### src/logic/ofd_regs.vh
// constants for the operand field decoder
`ifndef OFD_REGS_VH
`define OFD_REGS_VH
// register select encoding: {size[1:0], code[2:0]}
`define OFD_RSIZE_8 2'h0
`define OFD_RSIZE_16 2'h1
`define OFD_RSIZE_32 2'h2
`define OFD_RSIZE_NONE 2'h3
// segment encoding
`define OFD_SEG_ES 3'h0
`define OFD_SEG_CS 3'h1
`define OFD_SEG_SS 3'h2
`define OFD_SEG_DS 3'h3
`define OFD_SEG_FS 3'h4
`define OFD_SEG_GS 3'h5
// register source select
`define OFD_SRC_OPCODE 2'h0
`define OFD_SRC_MIDDLE 2'h1
`define OFD_SRC_LOCATOR 2'h2
// addressing form values
`define OFD_FORM_NODISP 2'h0
`define OFD_FORM_DISP8 2'h1
`define OFD_FORM_DISPW 2'h2
`define OFD_FORM_REG 2'h3
// displacement size codes
`define OFD_DISP_NONE 2'h0
`define OFD_DISP_8 2'h1
`define OFD_DISP_16 2'h2
`define OFD_DISP_32 2'h3
// address component codes (16-bit mode) and locator codes
`define OFD_AREG_NONE 3'h0
`define OFD_AREG_BASE 3'h3
`define OFD_AREG_FRAME 3'h5
`define OFD_AREG_SRC 3'h6
`define OFD_AREG_DST 3'h7
`define OFD_LOC_SIB 3'h4
`define OFD_LOC_DIRECT16 3'h6
`define OFD_LOC_DIRECT32 3'h5
`endif

### src/logic/ofd_decoder.v
// operand field decoder top
// How it works
// - no size flag: codes pick full registers
// - size flag zero: low/high byte registers
// - form 11 makes locator a register
// - register selector from three sources
// - two-bit segment field to four segments
// - three-bit segment field to six segments
// - 32-bit mode locator 100 needs index byte
// - index byte fields set 32-bit address
// - middle bits are opcode or register
// - address size picks 16/32-bit table
// - fixed-addressing instructions skip form byte
// - 16-bit form 00 base combos, segments
// - forms 01/10 add disp8/disp16 (disp8/disp32 with 32-bit addresses)
// - size flag picks byte or full
// - prefixes invert size for one instruction
`timescale 1ns/1ps
`include "ofd_regs.vh"
module ofd_decoder (
  input wire i_core_clk,
  input wire i_rst,
  input wire i_valid,
  input wire i_default32,
  input wire i_opsize_prefix,
  input wire i_addrsize_prefix,
  input wire i_has_size,
  input wire i_size_flag,
  input wire [2:0] i_opcode_reg,
  input wire [1:0] i_reg_src,
  input wire i_fixed_addr,
  input wire i_middle_is_reg,
  input wire [7:0] i_form_byte,
  input wire [7:0] i_index_byte,
  input wire [1:0] i_segment_sel_narrow,
  input wire [2:0] i_segment_sel_wide,
  input wire i_seg_wide,
  output reg o_valid,
  output reg [4:0] o_reg_sel,
  output reg o_mem_operand,
  output reg [2:0] o_segment,
  output reg [2:0] o_default_seg,
  output reg [2:0] o_ea_base,
  output reg [2:0] o_ea_index,
  output reg [1:0] o_ea_scale,
  output reg o_ea_index_en,
  output reg [1:0] o_disp_size,
  output reg o_index_byte_present,
  output reg [2:0] o_opcode_ext,
  output reg o_addr32,
  output reg o_invalid_seg
);
  // ==========================================
  // sizes and fields
  wire op32;
  wire addr32;
  wire [1:0] form;
  wire [2:0] middle;
  wire [2:0] locator;
  reg [2:0] reg_code;
  wire [4:0] map_sel;
  assign op32 = i_default32 ^ i_opsize_prefix;
  assign addr32 = i_default32 ^ i_addrsize_prefix;
  assign form = i_form_byte[7:6];
  assign middle = i_form_byte[5:3];
  assign locator = i_form_byte[2:0];
  always @* begin
    case (i_reg_src)
      `OFD_SRC_OPCODE: reg_code = i_opcode_reg;
      `OFD_SRC_MIDDLE: reg_code = middle;
      `OFD_SRC_LOCATOR: reg_code = locator;
      default: reg_code = i_opcode_reg;
    endcase
  end
  ofd_reg_map u_map (
    .i_code(reg_code),
    .i_has_size(i_has_size),
    .i_size_flag(i_size_flag),
    .i_op32(op32),
    .o_sel(map_sel)
  );
  // ==========================================
  // segment and address decode
  reg [2:0] seg_next;
  reg bad_seg_next;
  reg mem_next;
  reg [4:0] reg_sel_next;
  reg [2:0] dseg_next;
  reg [2:0] base_next;
  reg [2:0] index_next;
  reg [1:0] scale_next;
  reg index_en_next;
  reg [1:0] disp_next;
  reg sib_next;
  always @* begin
    bad_seg_next = 1'b0;
    if (i_seg_wide) begin
      seg_next = i_segment_sel_wide;
      if (i_segment_sel_wide[2] && i_segment_sel_wide[1]) begin
        seg_next = `OFD_SEG_DS;
        bad_seg_next = 1'b1;
      end
    end else begin
      seg_next = {1'b0, i_segment_sel_narrow};
    end
  end
  always @* begin
    mem_next = 1'b0;
    reg_sel_next = map_sel;
    dseg_next = `OFD_SEG_DS;
    base_next = `OFD_AREG_NONE;
    index_next = `OFD_AREG_NONE;
    scale_next = 2'h0;
    index_en_next = 1'b0;
    disp_next = `OFD_DISP_NONE;
    sib_next = 1'b0;
    if (i_fixed_addr) begin
      mem_next = 1'b0;
    end else if (form == `OFD_FORM_REG) begin
      mem_next = 1'b0;
    end else if (addr32) begin
      mem_next = 1'b1;
      base_next = locator;
      if (form == `OFD_FORM_DISP8) begin
        disp_next = `OFD_DISP_8;
      end else if (form == `OFD_FORM_DISPW) begin
        disp_next = `OFD_DISP_32;
      end
      if (locator == `OFD_LOC_SIB) begin
        sib_next = 1'b1;
        base_next = i_index_byte[2:0];
        index_next = i_index_byte[5:3];
        index_en_next = (i_index_byte[5:3] != `OFD_LOC_SIB);
        scale_next = i_index_byte[7:6];
        if (base_next == `OFD_AREG_FRAME && form == `OFD_FORM_NODISP) begin
          disp_next = `OFD_DISP_32;
          base_next = `OFD_AREG_NONE;
        end else if (base_next == `OFD_LOC_SIB || base_next == `OFD_AREG_FRAME) begin
          dseg_next = `OFD_SEG_SS;
        end
      end else if (locator == `OFD_LOC_DIRECT32) begin
        if (form == `OFD_FORM_NODISP) begin
          disp_next = `OFD_DISP_32;
          base_next = `OFD_AREG_NONE;
        end else begin
          dseg_next = `OFD_SEG_SS;
        end
      end
    end else begin
      mem_next = 1'b1;
      case (locator)
        3'h0: begin
          base_next = `OFD_AREG_BASE;
          index_next = `OFD_AREG_SRC;
        end
        3'h1: begin
          base_next = `OFD_AREG_BASE;
          index_next = `OFD_AREG_DST;
        end
        3'h2: begin
          base_next = `OFD_AREG_FRAME;
          index_next = `OFD_AREG_SRC;
        end
        3'h3: begin
          base_next = `OFD_AREG_FRAME;
          index_next = `OFD_AREG_DST;
        end
        3'h4: base_next = `OFD_AREG_SRC;
        3'h5: base_next = `OFD_AREG_DST;
        3'h6: base_next = `OFD_AREG_FRAME;
        default: base_next = `OFD_AREG_BASE;
      endcase
      index_en_next = (locator[2] == 1'b0);
      if (base_next == `OFD_AREG_FRAME) begin
        dseg_next = `OFD_SEG_SS;
      end
      if (form == `OFD_FORM_DISP8) begin
        disp_next = `OFD_DISP_8;
      end else if (form == `OFD_FORM_DISPW) begin
        disp_next = `OFD_DISP_16;
      end else if (locator == `OFD_LOC_DIRECT16) begin
        disp_next = `OFD_DISP_16;
        base_next = `OFD_AREG_NONE;
        dseg_next = `OFD_SEG_DS;
      end
    end
    // middle bits as register or opcode
    if (i_reg_src == `OFD_SRC_LOCATOR && mem_next) begin
      reg_sel_next = {`OFD_RSIZE_NONE, 3'h0};
    end else if (i_reg_src == `OFD_SRC_MIDDLE && !i_middle_is_reg) begin
      reg_sel_next = {`OFD_RSIZE_NONE, 3'h0};
    end
  end
  // ==========================================
  // output registers
  // registered outputs, reset idle
  always @(posedge i_core_clk) begin
    if (i_rst) begin
      o_valid <= 1'b0;
      o_reg_sel <= {`OFD_RSIZE_NONE, 3'h0};
      o_mem_operand <= 1'b0;
      o_segment <= `OFD_SEG_DS;
      o_default_seg <= `OFD_SEG_DS;
      o_ea_base <= `OFD_AREG_NONE;
      o_ea_index <= `OFD_AREG_NONE;
      o_ea_scale <= 2'h0;
      o_ea_index_en <= 1'b0;
      o_disp_size <= `OFD_DISP_NONE;
      o_index_byte_present <= 1'b0;
      o_opcode_ext <= 3'h0;
      o_addr32 <= 1'b0;
      o_invalid_seg <= 1'b0;
    end else begin
      o_valid <= i_valid;
      if (i_valid) begin
        o_reg_sel <= reg_sel_next;
        o_mem_operand <= mem_next;
        o_segment <= seg_next;
        o_default_seg <= dseg_next;
        o_ea_base <= base_next;
        o_ea_index <= index_next;
        o_ea_scale <= scale_next;
        o_ea_index_en <= index_en_next;
        o_disp_size <= disp_next;
        o_index_byte_present <= sib_next;
        o_opcode_ext <= middle;
        o_addr32 <= addr32;
        o_invalid_seg <= bad_seg_next;
      end
    end
  end
endmodule

### src/logic/ofd_reg_map.v
// general register selector decode
`timescale 1ns/1ps
`include "ofd_regs.vh"
module ofd_reg_map (
  input wire [2:0] i_code,
  input wire i_has_size,
  input wire i_size_flag,
  input wire i_op32,
  output reg [4:0] o_sel
);
  always @* begin
    if (i_has_size && !i_size_flag) begin
      o_sel = {`OFD_RSIZE_8, i_code};
    end else if (i_op32) begin
      o_sel = {`OFD_RSIZE_32, i_code};
    end else begin
      o_sel = {`OFD_RSIZE_16, i_code};
    end
  end
endmodule

### config.mk
export PLATFORM = sky130hd
export DESIGN_NAME = ofd_decoder
export DESIGN_NICKNAME = d
export VERILOG_FILES = /design/src/logic/ofd_decoder.v /design/src/logic/ofd_reg_map.v
export VERILOG_INCLUDE_DIRS = /design/src /design/src/logic
export SDC_FILE = /design/constraint.sdc
export NUM_CORES = 1
export LEC_CHECK = 0
export BUFFER_PORTS_ARGS = -buffer_cell sky130_fd_sc_hd__buf_2
export CAP_MARGIN = 30
export CORE_UTILIZATION = 43
export CTS_BUF_LIST = sky130_fd_sc_hd__clkbuf_2
export DETAILED_ROUTE_END_ITERATION = 7
export PLACE_DENSITY = 0.77
export SYNTH_ARGS = -nofsm -noshare
export SYNTH_HDL_FRONTEND = slang
export SYNTH_SLANG_ARGS = --single-unit
### constraint.sdc
create_clock -name i_core_clk -period 1.9 [get_ports i_core_clk]
set_input_delay 0.57 -clock i_core_clk [delete_from_list [all_inputs] [get_ports i_core_clk]]
set_output_delay 0.57 -clock i_core_clk [all_outputs]
set_load 0.01 [all_outputs]
; ---- Word level (Yosys, flattened, before mapping)
; Index checks and enable logic that the tools add are counted.
[op_classes]
n_addsub = 0
n_mul = 0
n_div = 0
n_lt_le_gt_ge = 0
eq_ne = 15
n_shift = 0
muxes = 66
bitwise_logic = 3
n_reduce_logical = 13
[op_table]
columns = operator, count
row1 = $mux W3, 26
row2 = $mux W2, 16
row3 = $mux W5, 4
row4 = $eq A3 B3 Y1 const B, 6
row5 = $mux W1, 17
row6 = $pmux W3 S2, 2
row7 = $pmux W3 S3, 1
row8 = $eq A2 B2 Y1 const B, 3
row9 = $eq A3 B2 Y1 const B, 2
row10 = $logic_and A1 B1 Y1, 5
row11 = $eq A2 B1 Y1 const B, 2
row12 = $reduce_or A2 Y1, 2
row13 = $eq A3 B1 Y1 const B, 1
row14 = $logic_not A3 Y1, 1
row15 = $ne A3 B3 Y1 const B, 1
row16 = $reduce_or A3 Y1, 1
row17 = $logic_not A1 Y1, 2
row18 = $logic_not A2 Y1, 1
row19 = $xor A1 B1 Y1, 2
row20 = $logic_or A1 B1 Y1, 1
row21 = $not A1 Y1, 1
[word_totals]
regBits = 30
latch_bits = 0
mem_bits_rw = 0
mem_bits_ro = 0
inputBits = 37
out_inout_bits = 30
wordCells = 111
n_memories = 0

; ---- Depth between registers and ports, before layout
[logic_depth]
depth_word = 14
ltp_mapped = 6
mapped_depth_nobuf = 6

; ---- Modules after synthesis
; From an unflattened synthesis, not the netlist that was laid out.
[unflattened]
hier_cells = 176
area_unflattened_um2 = 1508.9
[modules_own_cells]
columns = mod, instances, cells_each, area_per_inst_um2, seq_area_each_um2
row1 = ofd_decoder, 1, 170, 1470.2, 560.5
row2 = ofd_reg_map, 1, 6, 38.8, 0.0

; ---- Least setup slack after synthesis
; Ideal clock, no wire load.
[synth_timing]
kind = input -> register
start = input i_form_byte[6]
end = register o_disp_size[1]
setup_ns = 0.074
arrival_time_ns = 1.883
required_ns = 1.826
path_slack_ns = -0.057
cell_stages = 5
path_buffers = 1
cell_sequence = ha_1 > or3b_1 > buf_2 > or4_1 > a31oi_1
[synth_via]
elab_chain_len = 9
elab_cells_between_ends = 16
classes_between = eq/ne: 3 / mux: 11 / reduce/logical: 2
[synth_lines]
columns = element, line_no
row1 = start: declaration, ofd_decoder.v:33  ; input wire [7:0] i_form_byte,
row2 = $eq A2 B2 Y1 (no source line), -
row3 = $mux W2, ofd_decoder.v:126  ; end else if (form == `OFD_FORM_DISPW) begin
row4 = $mux W2, ofd_decoder.v:124  ; if (form == `OFD_FORM_DISP8) begin
row5 = $mux W2, ofd_decoder.v:142  ; if (form == `OFD_FORM_NODISP) begin
row6 = $mux W2, ofd_decoder.v:141  ; end else if (locator == `OFD_LOC_DIRECT32) begin
row7 = $mux W2, ofd_decoder.v:129  ; if (locator == `OFD_LOC_SIB) begin
row8 = $mux W2, ofd_decoder.v:121  ; end else if (addr32) begin
row9 = $mux W2 *, ofd_decoder.v:119  ; end else if (form == `OFD_FORM_REG) begin
row10 = $mux W2 *, ofd_decoder.v:117  ; if (i_fixed_addr) begin
row11 = end signal: assignment, ofd_decoder.v:208  ; o_disp_size <= `OFD_DISP_NONE;
row12 = end signal: assignment, ofd_decoder.v:224  ; o_disp_size <= disp_next;
row13 = end: declaration, ofd_decoder.v:47  ; output reg [1:0] o_disp_size,
; Mark *: on every way between the ends. The rest lies on a longest branch, timed or not.
; A chain may end at the register's enable or synchronous reset.

; ---- Worst setup path in the final report
[layout_timing]
start = input i_form_byte[6]
end = register o_ea_index[0]
[layout_via]
elab_chain_len = 3
[layout_lines]
columns = element, line_no
row1 = $eq A2 B2 Y1 (no source line), -
row2 = $mux W3, ofd_decoder.v:119
row3 = $mux W3, ofd_decoder.v:117
row4 = end signal: assignment, ofd_decoder.v:205  ; o_ea_index <= `OFD_AREG_NONE;
row5 = end signal: assignment, ofd_decoder.v:221  ; o_ea_index <= index_next;
row6 = end: declaration, ofd_decoder.v:44  ; output reg [2:0] o_ea_index,
; Every way passes these cells.

==> out/qor.yml <==
floorplan:
  dieArea_mm2: 0.003620
  std_cell_rows: 20
  core_area_mm2: 0.003128
  die_height_um: 60.17
  ioPinCount: 67
  fp.dieW_um: 60.17
  initial_core_util_pct: 46.52
clock_network:
  clkSlewWorstSetupHoldPaths_ns: 0.25
  h-tree-depth: 1
  cts_max_path_buffers: 2
  cts_root_buf: "clkbuf_2"
  numClockSinks: 28
  post_cts_buffers: 0
  cts_tree: "yes"
  cts_hold_buf: 0
  cts_repair_resize_count: 0
  numCtsBuffers: 3
  clock_latency_ns: 0.34
synth:
  yosys-top-cells-area: "dfxtp_1 (39%), a21oi_1 (5.5%), ha_1 (5.2%), nor2_1 (4.1%), a211o_1 (3.6%)"
  synth-xor-area-share_pct: 1.806
  ys_seq_elements: 28
  synth_seq_area_share_pct: 38.52
  synth-compound-area-share_pct: 26.23
  synth.cell_area_mm2: 0.001455
  synth_top_area_cell: "dfxtp_1"
  yosys.area_share.simple_pct: 17.54
  syn_inst: 173
  synth_top_family_by_area: "compound AO/OA/AOI/OAI gates"
  ys_types: 43
  synth_top_area_share_pct: 38.52
  synthFlopType: "dfxtp_1"
  synth_warnings: 0
  synthAdderAreaFrac_pct: 5.159
  async_flop_share_pct: 0
  synth.area.mux_share_pct: 3.439
  syn-num-nets: 216
  synth_edf_count: 0
  syn_area_per_cell_um2: 8.411
sta:
  rsz0062_at_grt: "no"
  holdWs_ns: 0.3575
  max_freq_ghz: 0.6259
  fin_crit_ns: 1.598
  period_share_pct: 84.09
  setup_tns_ns: 0
  fin_skew_ns: 0
  drv_slew: 0
  max_slew_margin_pct: 59.41
  hold_violations: 0
  finalSetupViolations: 0
  worst_pin_slew_ns: 0.6067
detailed_routing:
  wirelength_um: 3778
  drc: 0
  vias: 1555
  antenna_left: 0
  wl_per_cell_um: 12.85
  drt_iter0_drc: 86
  dr.pass1.iters: 4
  route.detailed.vias_per_inst: 5.289
pwr:
  p_leak_nw: 0.9399
  vdd_drop_max_mv: 0.5046
  powerDensity_mw_per_mm2: 573.3
grt:
  antenna_found_initial: 0
  grt.busiest_layer: "met2"
  use_met3_pct: 4.762
  grt_use_met2_pct: 40.66
  grt_pass1_vias: 1467
  grt_overflow: 0
  grt_max_degree: 26
  grtUsageMet1_pct: 26.44
  grt_usage_pct: 22.00
  grt_pass1_wl_um: 6154
finish:
  layout_commonest_cell: "buf_2"
  antenna_cells: 0
  final_cell_mix: "buf_2 (64), dfxtp_1 (28), buf_4 (22), a21oi_1 (16), nor2_1 (16)"
  fin_area_mm2: 0.001959
  multiInputGateArea_um2: 798.3
  nNetsFinal: 295
  layout-drive-gt1-share_pct: 37.20
  num-fill-cells: 296
  area_growth_pct: 34.65
  seq_area_um2: 560.5
critical_path:
  r2r_cells: 2
  critical_path_class: "input pin to flop"
  r2r_slack_ns: 1.07
  r2r_end: "o_ea_index[0]"
  critPathArrivalTime_ns: 1.90
  r2r-start: "o_ea_index[0]"
  worstPathMaxFanout: 4
  end_kind: "flop"
  crit_required_ns: 2.21
  start_kind: "input pin"
placement:
  placed_cell_area_mm2: 0.001944
  gp_congestion: 0.8530
  io_buffers: 64
  post-dp-hpwl_um: 2953
min_path:
  holdPathEnd: "o_valid"
  hold_depth: 2
  hold_path.class: "input pin to flop"
  hold_start: "i_rst"
flow_run:
  cap_violations: 0
outcome:
  status: "completed"
==> cell usage after synthesis (all sizes together) (2+ instances only) <==
cell type,instances
nor2,16
o21ai,6
inv,12
nand2b,2
a211oi,6
a31oi,2
nor4,2
ha,6
xnor2,2
buf,4
nor2b,5
clkbuf,8
a221oi,3
or4,2
dfxtp,28
a211o,6
a21oi,16
mux2i,5
a22oi,2
conb,2
o22ai,2
nand2,13
a221o,4
nor3,4
==> critical path: stages <==
cell      delay, ns
buf_2          0.11
ha_2           0.18
or3b_1         0.44
nor4_2         0.27
buf_4          0.17
a222oi_1       0.08
nor2_1         0.09
==> flip-flops by register name, summed over array words and instances, names as in the netlist <==
register              flops
o_ea_index_en             1
o_valid                   1
o_default_seg             1
o_disp_size               2
o_invalid_seg             1
o_addr32                  1
o_mem_operand             1
o_segment                 3
o_reg_sel                 5
o_ea_index                3
o_ea_scale                2
o_ea_base                 3
o_opcode_ext              3
o_index_byte_present      1
==> routing by layer <==
layer / vias up / part of all wire, %
li1: 775 / -
met1: 714 / 44
met2: 64 / 49
met3: 2 / 6.2
met4: 0 / 0.34
met5: - / 0
==> cells by family after synthesis <==
family,Yosys count
buffers and inverters,24
flip-flops,28
AO/OA/AOI/OAI,54
XOR/XNOR,3
other,2
AND/OR/NAND/NOR,51
adder cells (fa/ha/maj),6
multiplexers,5
==> worst max-delay path by stage <==
| stage | startpoint | endpoint | slack [ns] | depth (start not counted) |
|---|---|---|---|---|
| global route | i_form_byte[6] | o_ea_scale[0] | 0.23 | 7 |
| CTS | i_form_byte[6] | o_ea_index[0] | 0.32 | 7 |
| detailed placement | i_form_byte[6] | o_ea_index[0] | -0.06 | 7 |
| finish | i_form_byte[6] | o_ea_index[0] | 0.30 | 7 |
| floorplan | i_form_byte[6] | o_ea_index[0] | 0.02 | 6 |
| global placement | i_form_byte[6] | o_ea_index[0] | -0.02 | 7 |
==> power breakdown <==
group          switching (W)  total, W  leakage [nW]  internal [W]
Clock               0.000164  0.000207        0.0125     0.0000429
Sequential         0.0000131  0.000629         0.229      0.000616
Combinational       0.000153  0.000287         0.698      0.000134
==> cell type report <==
type | count | area share [%]
clock buffer | 3 | 0.7663
multi-input combinational | 121 | 40.74
sequential | 28 | 28.61
tap | 44 | 2.810
timing repair buffer | 86 | 24.78
inverter | 12 | 2.299
==> per-stage QoR <==
step | setup WS, ns | utilization [%] | power, W | cells
2_1_floorplan | 0.02013 | - | 0.0007930 | 173
3_3_place_gp | -0.02213 | 62.16 | 0.0009209 | 291
3_5_place_dp | -0.06173 | 62.16 | 0.0009255 | 291
4_1_cts | 0.3202 | 62.64 | 0.001130 | 294
5_1_grt | 0.2347 | 62.64 | 0.001184 | 294
6_report | 0.3023 | 62.64 | 0.001123 | 294
Note: power is estimated with default switching activity, not from simulation.
